$ cat config.mk
export PLATFORM = sky130hd
export DESIGN_NAME = rxcfg_regs
export DESIGN_NICKNAME = d
export VERILOG_FILES = /design/src/rxcfg_regs.v
export VERILOG_INCLUDE_DIRS = /design/src /design/src/pkg
export SDC_FILE = /design/constraint.sdc
export NUM_CORES = 1
export LEC_CHECK = 0
export ABC_AREA = 1
export BUFFER_PORTS_ARGS = -buffer_cell sky130_fd_sc_hd__clkbuf_2
export CAP_MARGIN = 15
export CORE_MARGIN = 5
export CORE_UTILIZATION = 65
export DETAILED_ROUTE_END_ITERATION = 12
export PLACE_DENSITY = 0.95
export SYNTH_ARGS = -nofsm -noshare
export SYNTH_HDL_FRONTEND = slang
export SYNTH_SLANG_ARGS = --single-unit
$ cat constraint.sdc
create_clock -name sys_clk -period 22.3 [get_ports sys_clk]
set_clock_uncertainty 0.15 [all_clocks]
set_input_delay 4.46 -clock sys_clk [delete_from_list [all_inputs] [get_ports sys_clk]]
set_output_delay 4.46 -clock sys_clk [all_outputs]
set_load 0.01 [all_outputs]
$ cat src/pkg/rxcfg_consts.vh
// Register offsets, field positions and reset values for the radio configuration bank.
// Assumes a byte-wide host port with a 10-bit address; included by bare name.
`ifndef RXCFG_CONSTS_VH
`define RXCFG_CONSTS_VH

`define RXCFG_AW              10
`define RXCFG_DW              8
// Offsets
`define RXCFG_A_DEMOD_FILT    10'h38b
`define RXCFG_A_TRIM_LOW      10'h395
`define RXCFG_A_TRIM_CTRL     10'h396
`define RXCFG_A_FRONT_END     10'h39b
`define RXCFG_A_RAMP          10'h3a7
`define RXCFG_A_BRIDGE        10'h3a8
`define RXCFG_A_EXT_BIAS      10'h3a9
`define RXCFG_A_PWR_MODE      10'h3aa
`define RXCFG_A_ADC_RBK       10'h3ae
`define RXCFG_A_GAIN_THR      10'h3b2
`define RXCFG_A_GAIN_SAT      10'h3b4
// Reset values, reserved fields at their defaults
`define RXCFG_R_DEMOD_FILT    8'hc8
`define RXCFG_R_TRIM_LOW      8'h00
`define RXCFG_R_TRIM_CTRL     8'h08
`define RXCFG_R_FRONT_END     8'h1d
`define RXCFG_R_RAMP          8'h07
`define RXCFG_R_BRIDGE        8'h0d
`define RXCFG_R_EXT_BIAS      8'h00
`define RXCFG_R_PWR_MODE      8'hf1
`define RXCFG_R_GAIN_THR      8'h30
`define RXCFG_R_GAIN_SAT      8'h90
// Field positions
`define RXCFG_F_TRIM_EN       1
`define RXCFG_F_TRIM_MSB      0
`define RXCFG_F_FE_SEL        4
`define RXCFG_F_BIAS_SRC      3
`define RXCFG_F_GAIN_LOCK     0
// Physical scale figures; the step time also sets the power ramp step period
`define RXCFG_DEMOD_STEP_KHZ  15
`define RXCFG_STEP_TIME_PS    2400
// Power amplifier step period: 2^rate * 2.4 ns, at 50 MHz in whole cycles (round down, least 1)
`define RXCFG_CLK_PS          20000
// Pin-mode codes
`define RXCFG_PIN_FLOAT       3'h0
`define RXCFG_PIN_SOURCE      3'h1
`define RXCFG_PIN_SINK        3'h2
`define RXCFG_PIN_SERVO_POS   3'h3
`define RXCFG_PIN_SERVO_NEG   3'h4

`endif

$ cat src/rxcfg_regs.v
// Configuration and readback register bank for the receive chain, power amplifier and gain control.
// Assumes a synchronous host port on sys_clk; the ADC code arrives from another domain.
//
// Decided for this implementation: the address-and-strobe port.
`include "rxcfg_consts.vh"
`default_nettype none

module rxcfg_regs #(
  parameter ADC_W = 6
) (
  input  wire                     sys_clk,
  input  wire                     nrst,
  input  wire [`RXCFG_AW-1:0]     reg_addr,
  input  wire [`RXCFG_DW-1:0]     reg_wdata,
  input  wire                     reg_wr,
  input  wire                     reg_rd,
  output reg  [`RXCFG_DW-1:0]     reg_rdata,
  input  wire [ADC_W-1:0]         adc_code,
  input  wire                     adc_over_full,
  input  wire [8:0]               cal_filter_tune,
  output wire [7:0]               demod_filter_width,
  output wire [8:0]               rx_filter_tune,
  output wire                     front_amp_sel,
  output wire [3:0]               rx_analog_filter_code,
  output wire [2:0]               amp_step_duration,
  output wire [4:0]               amp_bridge_bias_level,
  output reg  [3:0]               amp_output_level,
  input  wire                     amp_ramp_start,
  output wire                     amp_ramp_done,
  output wire [4:0]               ext_amp_bias_level,
  output wire                     ext_amp_dac_trim_en,
  output wire                     ext_amp_servo_trim_en,
  output wire                     ext_amp_bias_src,
  output wire                     ext_amp_supply_pin,
  output reg  [2:0]               ext_amp_bias_pin,
  output wire [1:0]               gain_hyst,
  output wire [3:0]               gain_front_thres,
  output wire                     gain_run,
  output wire [2:0]               gain_sat_offs,
  output wire [ADC_W-1:0]         gain_sat_level,
  output wire                     gain_slewing
);

  // Cycles per power step for a given rate code; rounded down, never below one
  function [31:0] step_cycles;
    input [2:0] rate;
    reg   [31:0] c;
    begin
      c = ((32'd1 << rate) * `RXCFG_STEP_TIME_PS) / `RXCFG_CLK_PS;
      step_cycles = (c == 32'd0) ? 32'd1 : c;
    end
  endfunction

  reg [7:0] demod_q, trim_low_q, trim_ctrl_q, fe_q, ramp_q, bridge_q, ext_bias_q, pwr_q, thr_q, sat_q;

  // Register writes; unmapped and read-only offsets drop the write
  always @(posedge sys_clk or negedge nrst) begin
    if (!nrst) begin
      demod_q     <= `RXCFG_R_DEMOD_FILT;
      trim_low_q  <= `RXCFG_R_TRIM_LOW;
      trim_ctrl_q <= `RXCFG_R_TRIM_CTRL;
      fe_q        <= `RXCFG_R_FRONT_END;
      ramp_q      <= `RXCFG_R_RAMP;
      bridge_q    <= `RXCFG_R_BRIDGE;
      ext_bias_q  <= `RXCFG_R_EXT_BIAS;
      pwr_q       <= `RXCFG_R_PWR_MODE;
      thr_q       <= `RXCFG_R_GAIN_THR;
      sat_q       <= `RXCFG_R_GAIN_SAT;
    end else if (reg_wr) begin
      case (reg_addr)
        `RXCFG_A_DEMOD_FILT: demod_q     <= reg_wdata;
        `RXCFG_A_TRIM_LOW:   trim_low_q  <= reg_wdata;
        `RXCFG_A_TRIM_CTRL:  trim_ctrl_q <= reg_wdata;
        `RXCFG_A_FRONT_END:  fe_q        <= reg_wdata;
        `RXCFG_A_RAMP:       ramp_q      <= reg_wdata;
        `RXCFG_A_BRIDGE:     bridge_q    <= reg_wdata;
        `RXCFG_A_EXT_BIAS:   ext_bias_q  <= reg_wdata;
        `RXCFG_A_PWR_MODE:   pwr_q       <= reg_wdata;
        `RXCFG_A_GAIN_THR:   thr_q       <= reg_wdata;
        `RXCFG_A_GAIN_SAT:   sat_q       <= reg_wdata;
        default: ;
      endcase
    end
  end

  // ADC code crosses in through three stages; taken once stages two and three agree
  reg [ADC_W-1:0] adc_s1_q, adc_s2_q, adc_s3_q, adc_q;
  reg [2:0]       ovf_sync_q;
  reg             ovf_q;
  always @(posedge sys_clk or negedge nrst) begin
    if (!nrst) begin
      adc_s1_q   <= {ADC_W{1'b0}};
      adc_s2_q   <= {ADC_W{1'b0}};
      adc_s3_q   <= {ADC_W{1'b0}};
      adc_q      <= {ADC_W{1'b0}};
      ovf_sync_q <= 3'h0;
      ovf_q      <= 1'b0;
    end else begin
      adc_s1_q   <= adc_code;
      adc_s2_q   <= adc_s1_q;
      adc_s3_q   <= adc_s2_q;
      ovf_sync_q <= {ovf_sync_q[1:0], adc_over_full};
      if (adc_s2_q == adc_s3_q)
        adc_q <= adc_s3_q;
      // Overload level counts only once stages two and three agree, so a glitch is not taken
      if (ovf_sync_q[1] == ovf_sync_q[2])
        ovf_q <= ovf_sync_q[2];
    end
  end

  // Read data one cycle after the strobe; upper ADC bits and unmapped offsets read zero
  always @(posedge sys_clk or negedge nrst) begin
    if (!nrst) begin
      reg_rdata <= 8'h00;
    end else if (reg_rd) begin
      case (reg_addr)
        `RXCFG_A_DEMOD_FILT: reg_rdata <= demod_q;
        `RXCFG_A_TRIM_LOW:   reg_rdata <= trim_low_q;
        `RXCFG_A_TRIM_CTRL:  reg_rdata <= trim_ctrl_q;
        `RXCFG_A_FRONT_END:  reg_rdata <= fe_q;
        `RXCFG_A_RAMP:       reg_rdata <= ramp_q;
        `RXCFG_A_BRIDGE:     reg_rdata <= bridge_q;
        `RXCFG_A_EXT_BIAS:   reg_rdata <= ext_bias_q;
        `RXCFG_A_PWR_MODE:   reg_rdata <= pwr_q;
        `RXCFG_A_ADC_RBK:    reg_rdata <= {{(8-ADC_W){1'b0}}, adc_q};
        `RXCFG_A_GAIN_THR:   reg_rdata <= thr_q;
        `RXCFG_A_GAIN_SAT:   reg_rdata <= sat_q;
        default:             reg_rdata <= 8'h00;
      endcase
    end else begin
      reg_rdata <= 8'h00;
    end
  end

  // Receive chain fields
  assign demod_filter_width    = demod_q;
  assign rx_filter_tune        = trim_ctrl_q[`RXCFG_F_TRIM_EN] ?
                                 {trim_ctrl_q[`RXCFG_F_TRIM_MSB], trim_low_q} : cal_filter_tune;
  assign front_amp_sel         = fe_q[`RXCFG_F_FE_SEL];
  assign rx_analog_filter_code = fe_q[3:0];

  // Amplifier static settings
  assign amp_step_duration     = ramp_q[2:0];
  assign amp_bridge_bias_level = bridge_q[4:0];
  assign ext_amp_bias_level    = ext_bias_q[4:0];
  assign ext_amp_bias_src      = pwr_q[`RXCFG_F_BIAS_SRC];

  // Bias level trims the DAC in modes 1-4 and the servo set point in modes 5-6
  wire [2:0] pin_mode = pwr_q[2:0];
  assign ext_amp_dac_trim_en   = (pin_mode >= 3'h1) && (pin_mode <= 3'h4);
  assign ext_amp_servo_trim_en = (pin_mode == 3'h5) || (pin_mode == 3'h6);

  // Pin decode; reserved code 7 parks the supply off and the bias pin floating
  assign ext_amp_supply_pin = (pin_mode != 3'h3) && (pin_mode != 3'h4) && (pin_mode != 3'h7);
  always @* begin
    case (pin_mode)
      3'h1, 3'h3: ext_amp_bias_pin = `RXCFG_PIN_SOURCE;
      3'h2, 3'h4: ext_amp_bias_pin = `RXCFG_PIN_SINK;
      3'h5:       ext_amp_bias_pin = `RXCFG_PIN_SERVO_POS;
      3'h6:       ext_amp_bias_pin = `RXCFG_PIN_SERVO_NEG;
      default:    ext_amp_bias_pin = `RXCFG_PIN_FLOAT;
    endcase
  end

  // Power ramp: steps up one level per step period until the programmed level
  localparam ST_IDLE = 2'b01;
  localparam ST_RAMP = 2'b10;
  localparam [3:0] LVL_MIN = 4'h3;
  reg [1:0]  st_q;
  reg [31:0] step_cnt_q;
  wire [3:0] target_lvl = pwr_q[7:4];
  always @(posedge sys_clk or negedge nrst) begin
    if (!nrst) begin
      st_q             <= ST_IDLE;
      step_cnt_q       <= 32'd0;
      amp_output_level <= 4'hf;
    end else begin
      case (st_q)
        ST_IDLE: begin
          if (amp_ramp_start) begin
            st_q             <= ST_RAMP;
            amp_output_level <= LVL_MIN;
            step_cnt_q       <= 32'd0;
          end else begin
            amp_output_level <= target_lvl;
          end
        end
        ST_RAMP: begin
          if (amp_output_level >= target_lvl) begin
            st_q             <= ST_IDLE;
            amp_output_level <= target_lvl;
          end else if (step_cnt_q + 32'd1 >= step_cycles(ramp_q[2:0])) begin
            step_cnt_q       <= 32'd0;
            amp_output_level <= amp_output_level + 4'h1;
          end else begin
            step_cnt_q       <= step_cnt_q + 32'd1;
          end
        end
        default: st_q <= ST_IDLE;
      endcase
    end
  end
  assign amp_ramp_done = (st_q == ST_IDLE);

  // Gain control settings; saturation level is full scale less the offset
  assign gain_hyst        = thr_q[6:5];
  assign gain_front_thres = thr_q[4:1];
  assign gain_run         = ~thr_q[`RXCFG_F_GAIN_LOCK];
  assign gain_sat_offs    = sat_q[5:3];
  assign gain_sat_level   = {ADC_W{1'b1}} - {{(ADC_W-3){1'b0}}, sat_q[5:3]};
  assign gain_slewing     = gain_run & (ovf_q | (adc_q > gain_sat_level));

endmodule

`default_nettype wire

=== Word-level counts from Yosys, hierarchy flattened ===
Cells that the tools add are included.

* Input bits: 39
* Logic and storage cells: 99
* Register bits: 154
* Output and inout bits: 72

* Shift-type cells: 1
* Div/mod/pow operators: 1
* Mux-type cells: 16
* Bitwise operators: 3
* Reductions and logical operators: 21
* Equality and inequality tests: 28
* $lt $le $gt $ge: 5
* Multiply operators: 1
* Add/subtract/negate cells: 3

{| class="wikitable"
|+ Operator list
! cell !! number
|-
| $mux W32 || 4
|-
| $eq A10 B10 Y1 const B || 11
|-
| $pmux W8 S11 || 1
|-
| $pmux W32 S2 || 1
|-
| $add A32 B1 Y32 const B || 1
|-
| $div A32 B15 Y32 const B || 1
|-
| $ge A32 B32 Y1 || 1
|-
| $logic_not A32 Y1 || 1
|-
| $mul A32 B7 Y27 const B || 1
|-
| $shl A1 B3 Y32 const A || 1
|-
| $reduce_and A2 Y1 || 12
|-
| $mux W4 || 3
|-
| $pmux W3 S4 || 1
|-
| $eq A3 B3 Y1 const B || 3
|-
| $mux W9 || 1
|-
| $ne A3 B3 Y1 const B || 3
|-
| $mux W8 || 1
|-
| $pmux W4 S2 || 1
|-
| $eq A3 B2 Y1 const B || 2
|-
| $eq A6 B6 Y1 || 1
|-
| $gt A6 B6 Y1 || 1
|-
| $ne A2 B2 Y1 const B || 3
|-
| $sub A1 B4 Y5 const A || 1
|-
| $add A4 B1 Y4 const B || 1
|-
| 18 further kinds || 22
|}

=== Longest topological paths before layout ===
* Depth in word-level cells: 9
* Gate-level depth with buffers: 81
* Mapped depth without buffers: 80

=== Least setup slack after synthesis ===
OpenSTA, ideal clock, no wires.

* Path kind: input to output
* From: input port cal_filter_tune[1]
* To: output port rx_filter_tune[1]
* Path buffers: 0
* Arrival: 4.732 ns
* Setup slack: 12.958 ns
* Cell stages on the path: 1
* Data required time: 17.690 ns
* Cells stage by stage: mux2_2

* Word-level cells in the longest chain between the ends: 1

{| class="wikitable"
|+ RTL lines
! what !! RTL line !! RTL
|-
| from (decl) || rxcfg_regs.v:20 || <nowiki>input wire [8:0] cal_filter_tune,</nowiki>
|-
| $mux W9 || rxcfg_regs.v:137 || <nowiki>assign rx_filter_tune = trim_ctrl_q[`RXCFG_F_TRIM_EN] ?</nowiki>
|-
| to (decl) || rxcfg_regs.v:22 || <nowiki>output wire [8:0] rx_filter_tune,</nowiki>
|}

No other way between the ends.

=== Worst setup path after layout ===
* From: register ramp_q[1]
* To: register amp_output_level[0]

* Word-level cells in the longest chain between the ends: 8

{| class="wikitable"
|+ RTL lines
! what !! RTL line !! RTL
|-
| from (decl) || rxcfg_regs.v:54 || <nowiki>reg [7:0] demod_q, trim_low_q, trim_ctrl_q, fe_q, ramp_q, bridge_q, ext_bias_q, pwr_q, thr_q, sat_q;</nowiki>
|-
| from (signal assigned) || rxcfg_regs.v:63 || <nowiki>ramp_q <= `RXCFG_R_RAMP;</nowiki>
|-
| from (signal assigned) || rxcfg_regs.v:75 || <nowiki>`RXCFG_A_RAMP: ramp_q <= reg_wdata;</nowiki>
|-
| $shl A1 B3 Y32 * || rxcfg_regs.v:49 || <nowiki>c = ((32'd1 << rate) * `RXCFG_STEP_TIME_PS) / `RXCFG_CLK_PS;</nowiki>
|-
| $mul A32 B7 Y27 (no source line) * || -- ||
|-
| $div A32 B15 Y32 (no source line) * || -- ||
|-
| $logic_not A32 Y1 || rxcfg_regs.v:50 || <nowiki>step_cycles = (c == 32'd0) ? 32'd1 : c;</nowiki>
|-
| $mux W32 * || rxcfg_regs.v:50 ||
|-
| $ge A32 B32 Y1 * || rxcfg_regs.v:192 || <nowiki>end else if (step_cnt_q + 32'd1 >= step_cycles(ramp_q[2:0])) begin</nowiki>
|-
| $ne A3 B3 Y1 (no source line) * || -- ||
|-
| $reduce_and A2 Y1 (no source line) * || -- ||
|-
| to (signal assigned) || rxcfg_regs.v:185 || <nowiki>amp_output_level <= target_lvl;</nowiki>
|-
| to (signal assigned) || rxcfg_regs.v:191 || <nowiki>amp_output_level <= target_lvl;</nowiki>
|-
| to (signal assigned) || rxcfg_regs.v:194 || <nowiki>amp_output_level <= amp_output_level + 4'h1;</nowiki>
|-
| to (decl) || rxcfg_regs.v:27 || <nowiki>output reg [3:0] amp_output_level,</nowiki>
|}

Mark *: on every way between the ends. The rest lies on a longest branch, timed or not.
A chain may end at the register's enable or synchronous reset.

==> impl_metrics.json <==
{
  "critPathLaunchType": "flop",
  "ys_top_cells_by_area": "dfrtp_1, nand2_1, inv_1",
  "yosys_warnings": 0,
  "htreeDepth": 4,
  "clkSlewWorstSetupHoldPaths_ps": 70,
  "hp-class": "reg2reg",
  "synth_top_area_share_pct": 29.8,
  "hold_viol_final": 0,
  "rsz0062_at_grt": "no",
  "vdd_ir_drop_max_mv": 0.0852,
  "hold_buffers": 0,
  "grt_max_degree": 83,
  "maxSlewViolCount": 0,
  "synth-edff-count": 0,
  "wl_per_cell_microns": 16.1,
  "grt_use_total_pct": 30.7,
  "p_int_uw": 487,
  "p_comb_share_pct": 17.1,
  "die_y_microns": 138,
  "crit_type": "reg2reg",
  "first_pass_iters": 6,
  "dieArea_sq_mm": 0.0189,
  "io_pins": 111,
  "antenna_found_initial": 0,
  "overflow": 0,
  "yosysMostFrequentCell": "nand2_1",
  "tightest_slew_ps": 1190,
  "drv_cap": 0,
  "fmax_ghz": 0.0914,
  "pwr-share-clk_pct": 40.5,
  "cp_slowest_cell": "dfstp_2",
  "die_x_microns": 138,
  "io_buffers": 107,
  "cellPowerDensity_mw_per_mm2": 62.2,
  "ctsResizeCount": 0,
  "swShare_pct": 33.2,
  "synth_cells": 1423,
  "critPathCaptureType": "flop",
  "via_per_inst": 5.79,
  "arrival_ps": 11150,
  "slew_headroom_pct": 19.8,
  "synthDistinctLibCells": 58,
  "clk_path_buf_depth": 2,
  "clock_latency_ps": 440,
  "ys.flop_type": "dfrtp_1",
  "path_buf_inv": 11,
  "antenna_cells": 0,
  "cts_num_sinks": 154,
  "finalSetupViolCount": 0,
  "cp_top_family": "simple AND/OR/NAND/NOR gates",
  "power_uw": 730,
  "nets": 1603,
  "async_flop_share_pct": 100,
  "core_area_sq_mm": 0.0159,
  "p_switching_uw": 242,
  "ant_nets": 0,
  "routabilityCongestion": 0.969,
  "cts_tree": "yes",
  "cts_buffers": 17,
  "ys_seq_area_share_pct": 36.8,
  "crit_fanout": 12,
  "initial_core_util_pct": 66.3,
  "power_leakage_nw": 5.99,
  "power_frac_seq_pct": 42.3,
  "wl_mm": 27.9,
  "dp_hpwl_mm": 20.4,
  "drt_iter0_drc": 942,
  "routed-via-count": 10100,
  "synthToLayoutAreaGrowth_pct": 11.0,
  "setup_tns_ps": 0,
  "fin_crit_sh_pct": 49.1,
  "drive_above_1_share_pct": 16.3,
  "synth-seq-cells": 154,
  "drc": 0,
  "outcome": "finished clean",
  "root_buffer": "clkbuf_16",
  "post_cts_buffers": 0,
  "grt_pass1_vias": 9721,
  "syn_avg_cell_area_sq_um": 7.43,
  "crit_path_max_incr_delay_ps": 650,
  "worstPathRequired_ps": 22500,
  "synthTopCellsByCount": "nand2_1, inv_1, nor2_1, dfrtp_1, o21ai_0",
  "grt_first_pass_wirelength_mm": 46.1,
  "cpMostUsedCell": "nand2_1",
  "period_needed_ps": 10940,
  "syn_area_sq_mm": 0.0106,
  "synth_area_leader_cell": "dfrtp_1",
  "rows": 46
}
-- final timing paths --
path / startpoint / to / slack (ps) / cells past startpoint
hold / removal: adc_s1_q[0] / adc_s2_q[0] / 200 / 0
hold reg to reg: adc_s1_q[0] / adc_s2_q[0] / 200 / 0
setup / recovery: ramp_q[1] / amp_output_level[0] / 11360 / 72
min in group asynchronous: nrst / step_cnt_q[22] / 3890 / 1
max in group asynchronous: nrst / fe_q[5] / 16650 / 2
setup reg to reg: ramp_q[1] / amp_output_level[0] / 11360 / 72
-- flip-flops by register name, summed over array words and instances, names as in the netlist, 8 cells and up --
signal              count
trim_ctrl_q             8
demod_filter_width      8
sat_q                   8
trim_low_q              8
step_cnt_q             32
ramp_q                  8
thr_q                   8
fe_q                    8
reg_rdata               8
ext_bias_q              8
bridge_q                8
pwr_q                   8
-- through the flow --
step / instance area, sq um / hold WS (ps) / std cells / worst slack (ps) / util [%]
after detailed placement: 11100 / 191 / 1704 / 11530 / 69.8
after global placement: 11100 / 182 / 1704 / 11920 / 69.8
after floorplan: 10600 / 181 / 1428 / 12960 / -
final: 11700 / 204 / 1736 / 11360 / 73.6
after global routing: 11700 / 215 / 1736 / 10000 / 73.6
after CTS: 11700 / 208 / 1736 / 11450 / 73.6
-- layout by cell type, fill, tap and decap left out, types with 8 or more instances in the layout --
cell       Yosys  layout
nand2_1      348     348
inv_1        214     214
nor2_1       145     145
dfrtp_1      126     126
o21ai_0      108     108
clkbuf_2       0     106
nand3_1       73      73
ha_1          50      50
xor2_1        32      32
a21oi_1       28      28
dfstp_2       28      28
nand2_2       25      25
nor3_1        22      22
nand4_1       19      19
clkbuf_16      0      17
a221oi_1      16      16
o22ai_1       13      13
inv_2         11      11
nor4_1        10      10
a22o_1         9       9
xnor2_1        8       8
-- power by group through the flow --
| stage | sequential, mW | combinational (mW) | clock, mW |
|---|---|---|---|
| global route | 0.310 | 0.142 | 0.309 |
| CTS | 0.308 | 0.125 | 0.296 |
| finish | 0.309 | 0.125 | 0.296 |
| global placement | 0.312 | 0.117 | 0 |
| detailed placement | 0.313 | 0.122 | 0 |
| floorplan | 0.309 | 0.0880 | 0 |
-- layer usage --
| metal | wire, microns | part of all wire, % | track usage [%] |
|---|---|---|---|
| met2 | 13600 | 49 | 51.7 |
| met5 | 0 | 0 | 0 |
| met4 | 1100 | 3.9 | 12.7 |
| met3 | 2230 | 8.0 | 6.17 |
| met1 | 11000 | 39 | 38.5 |
-- cells by family (layout without fill, tap and decap cells) --
group | Yosys count | after routing | share of synthesized area, %
AOI/OAI and AO/OA | 206 | 206 | 11.7
other | 2 | 7 | 0.0710
and+or+nand+nor | 677 | 677 | 28.9
buffers and inverters | 277 | 369 | 10.9
DFF | 154 | 154 | 36.8
xor gates and xnor gates | 42 | 42 | 3.62
adders and majority gates | 58 | 58 | 7.34
muxes | 7 | 7 | 0.746
-- worst reg2reg max path, delay by kind of cell (launching register included) --
kind / cells / cell delay (ps)
and+or+nand+nor: 47 / 5600
adders and majority gates: 6 / 2190
AOI/OAI and AO/OA: 8 / 1380
buffers and inverters: 11 / 870
DFF: 1 / 650
-- cell type report --
cell class,count,area (sq um)
well taps,216,270
clock buffers,17,425
fillers,1132,4210
repair buffers,108,549
inverters,229,865
multi-input cells,997,5550
flip-flops and latches,154,3890
clock inverters,15,185
Power figures use the tool's default switching activity.
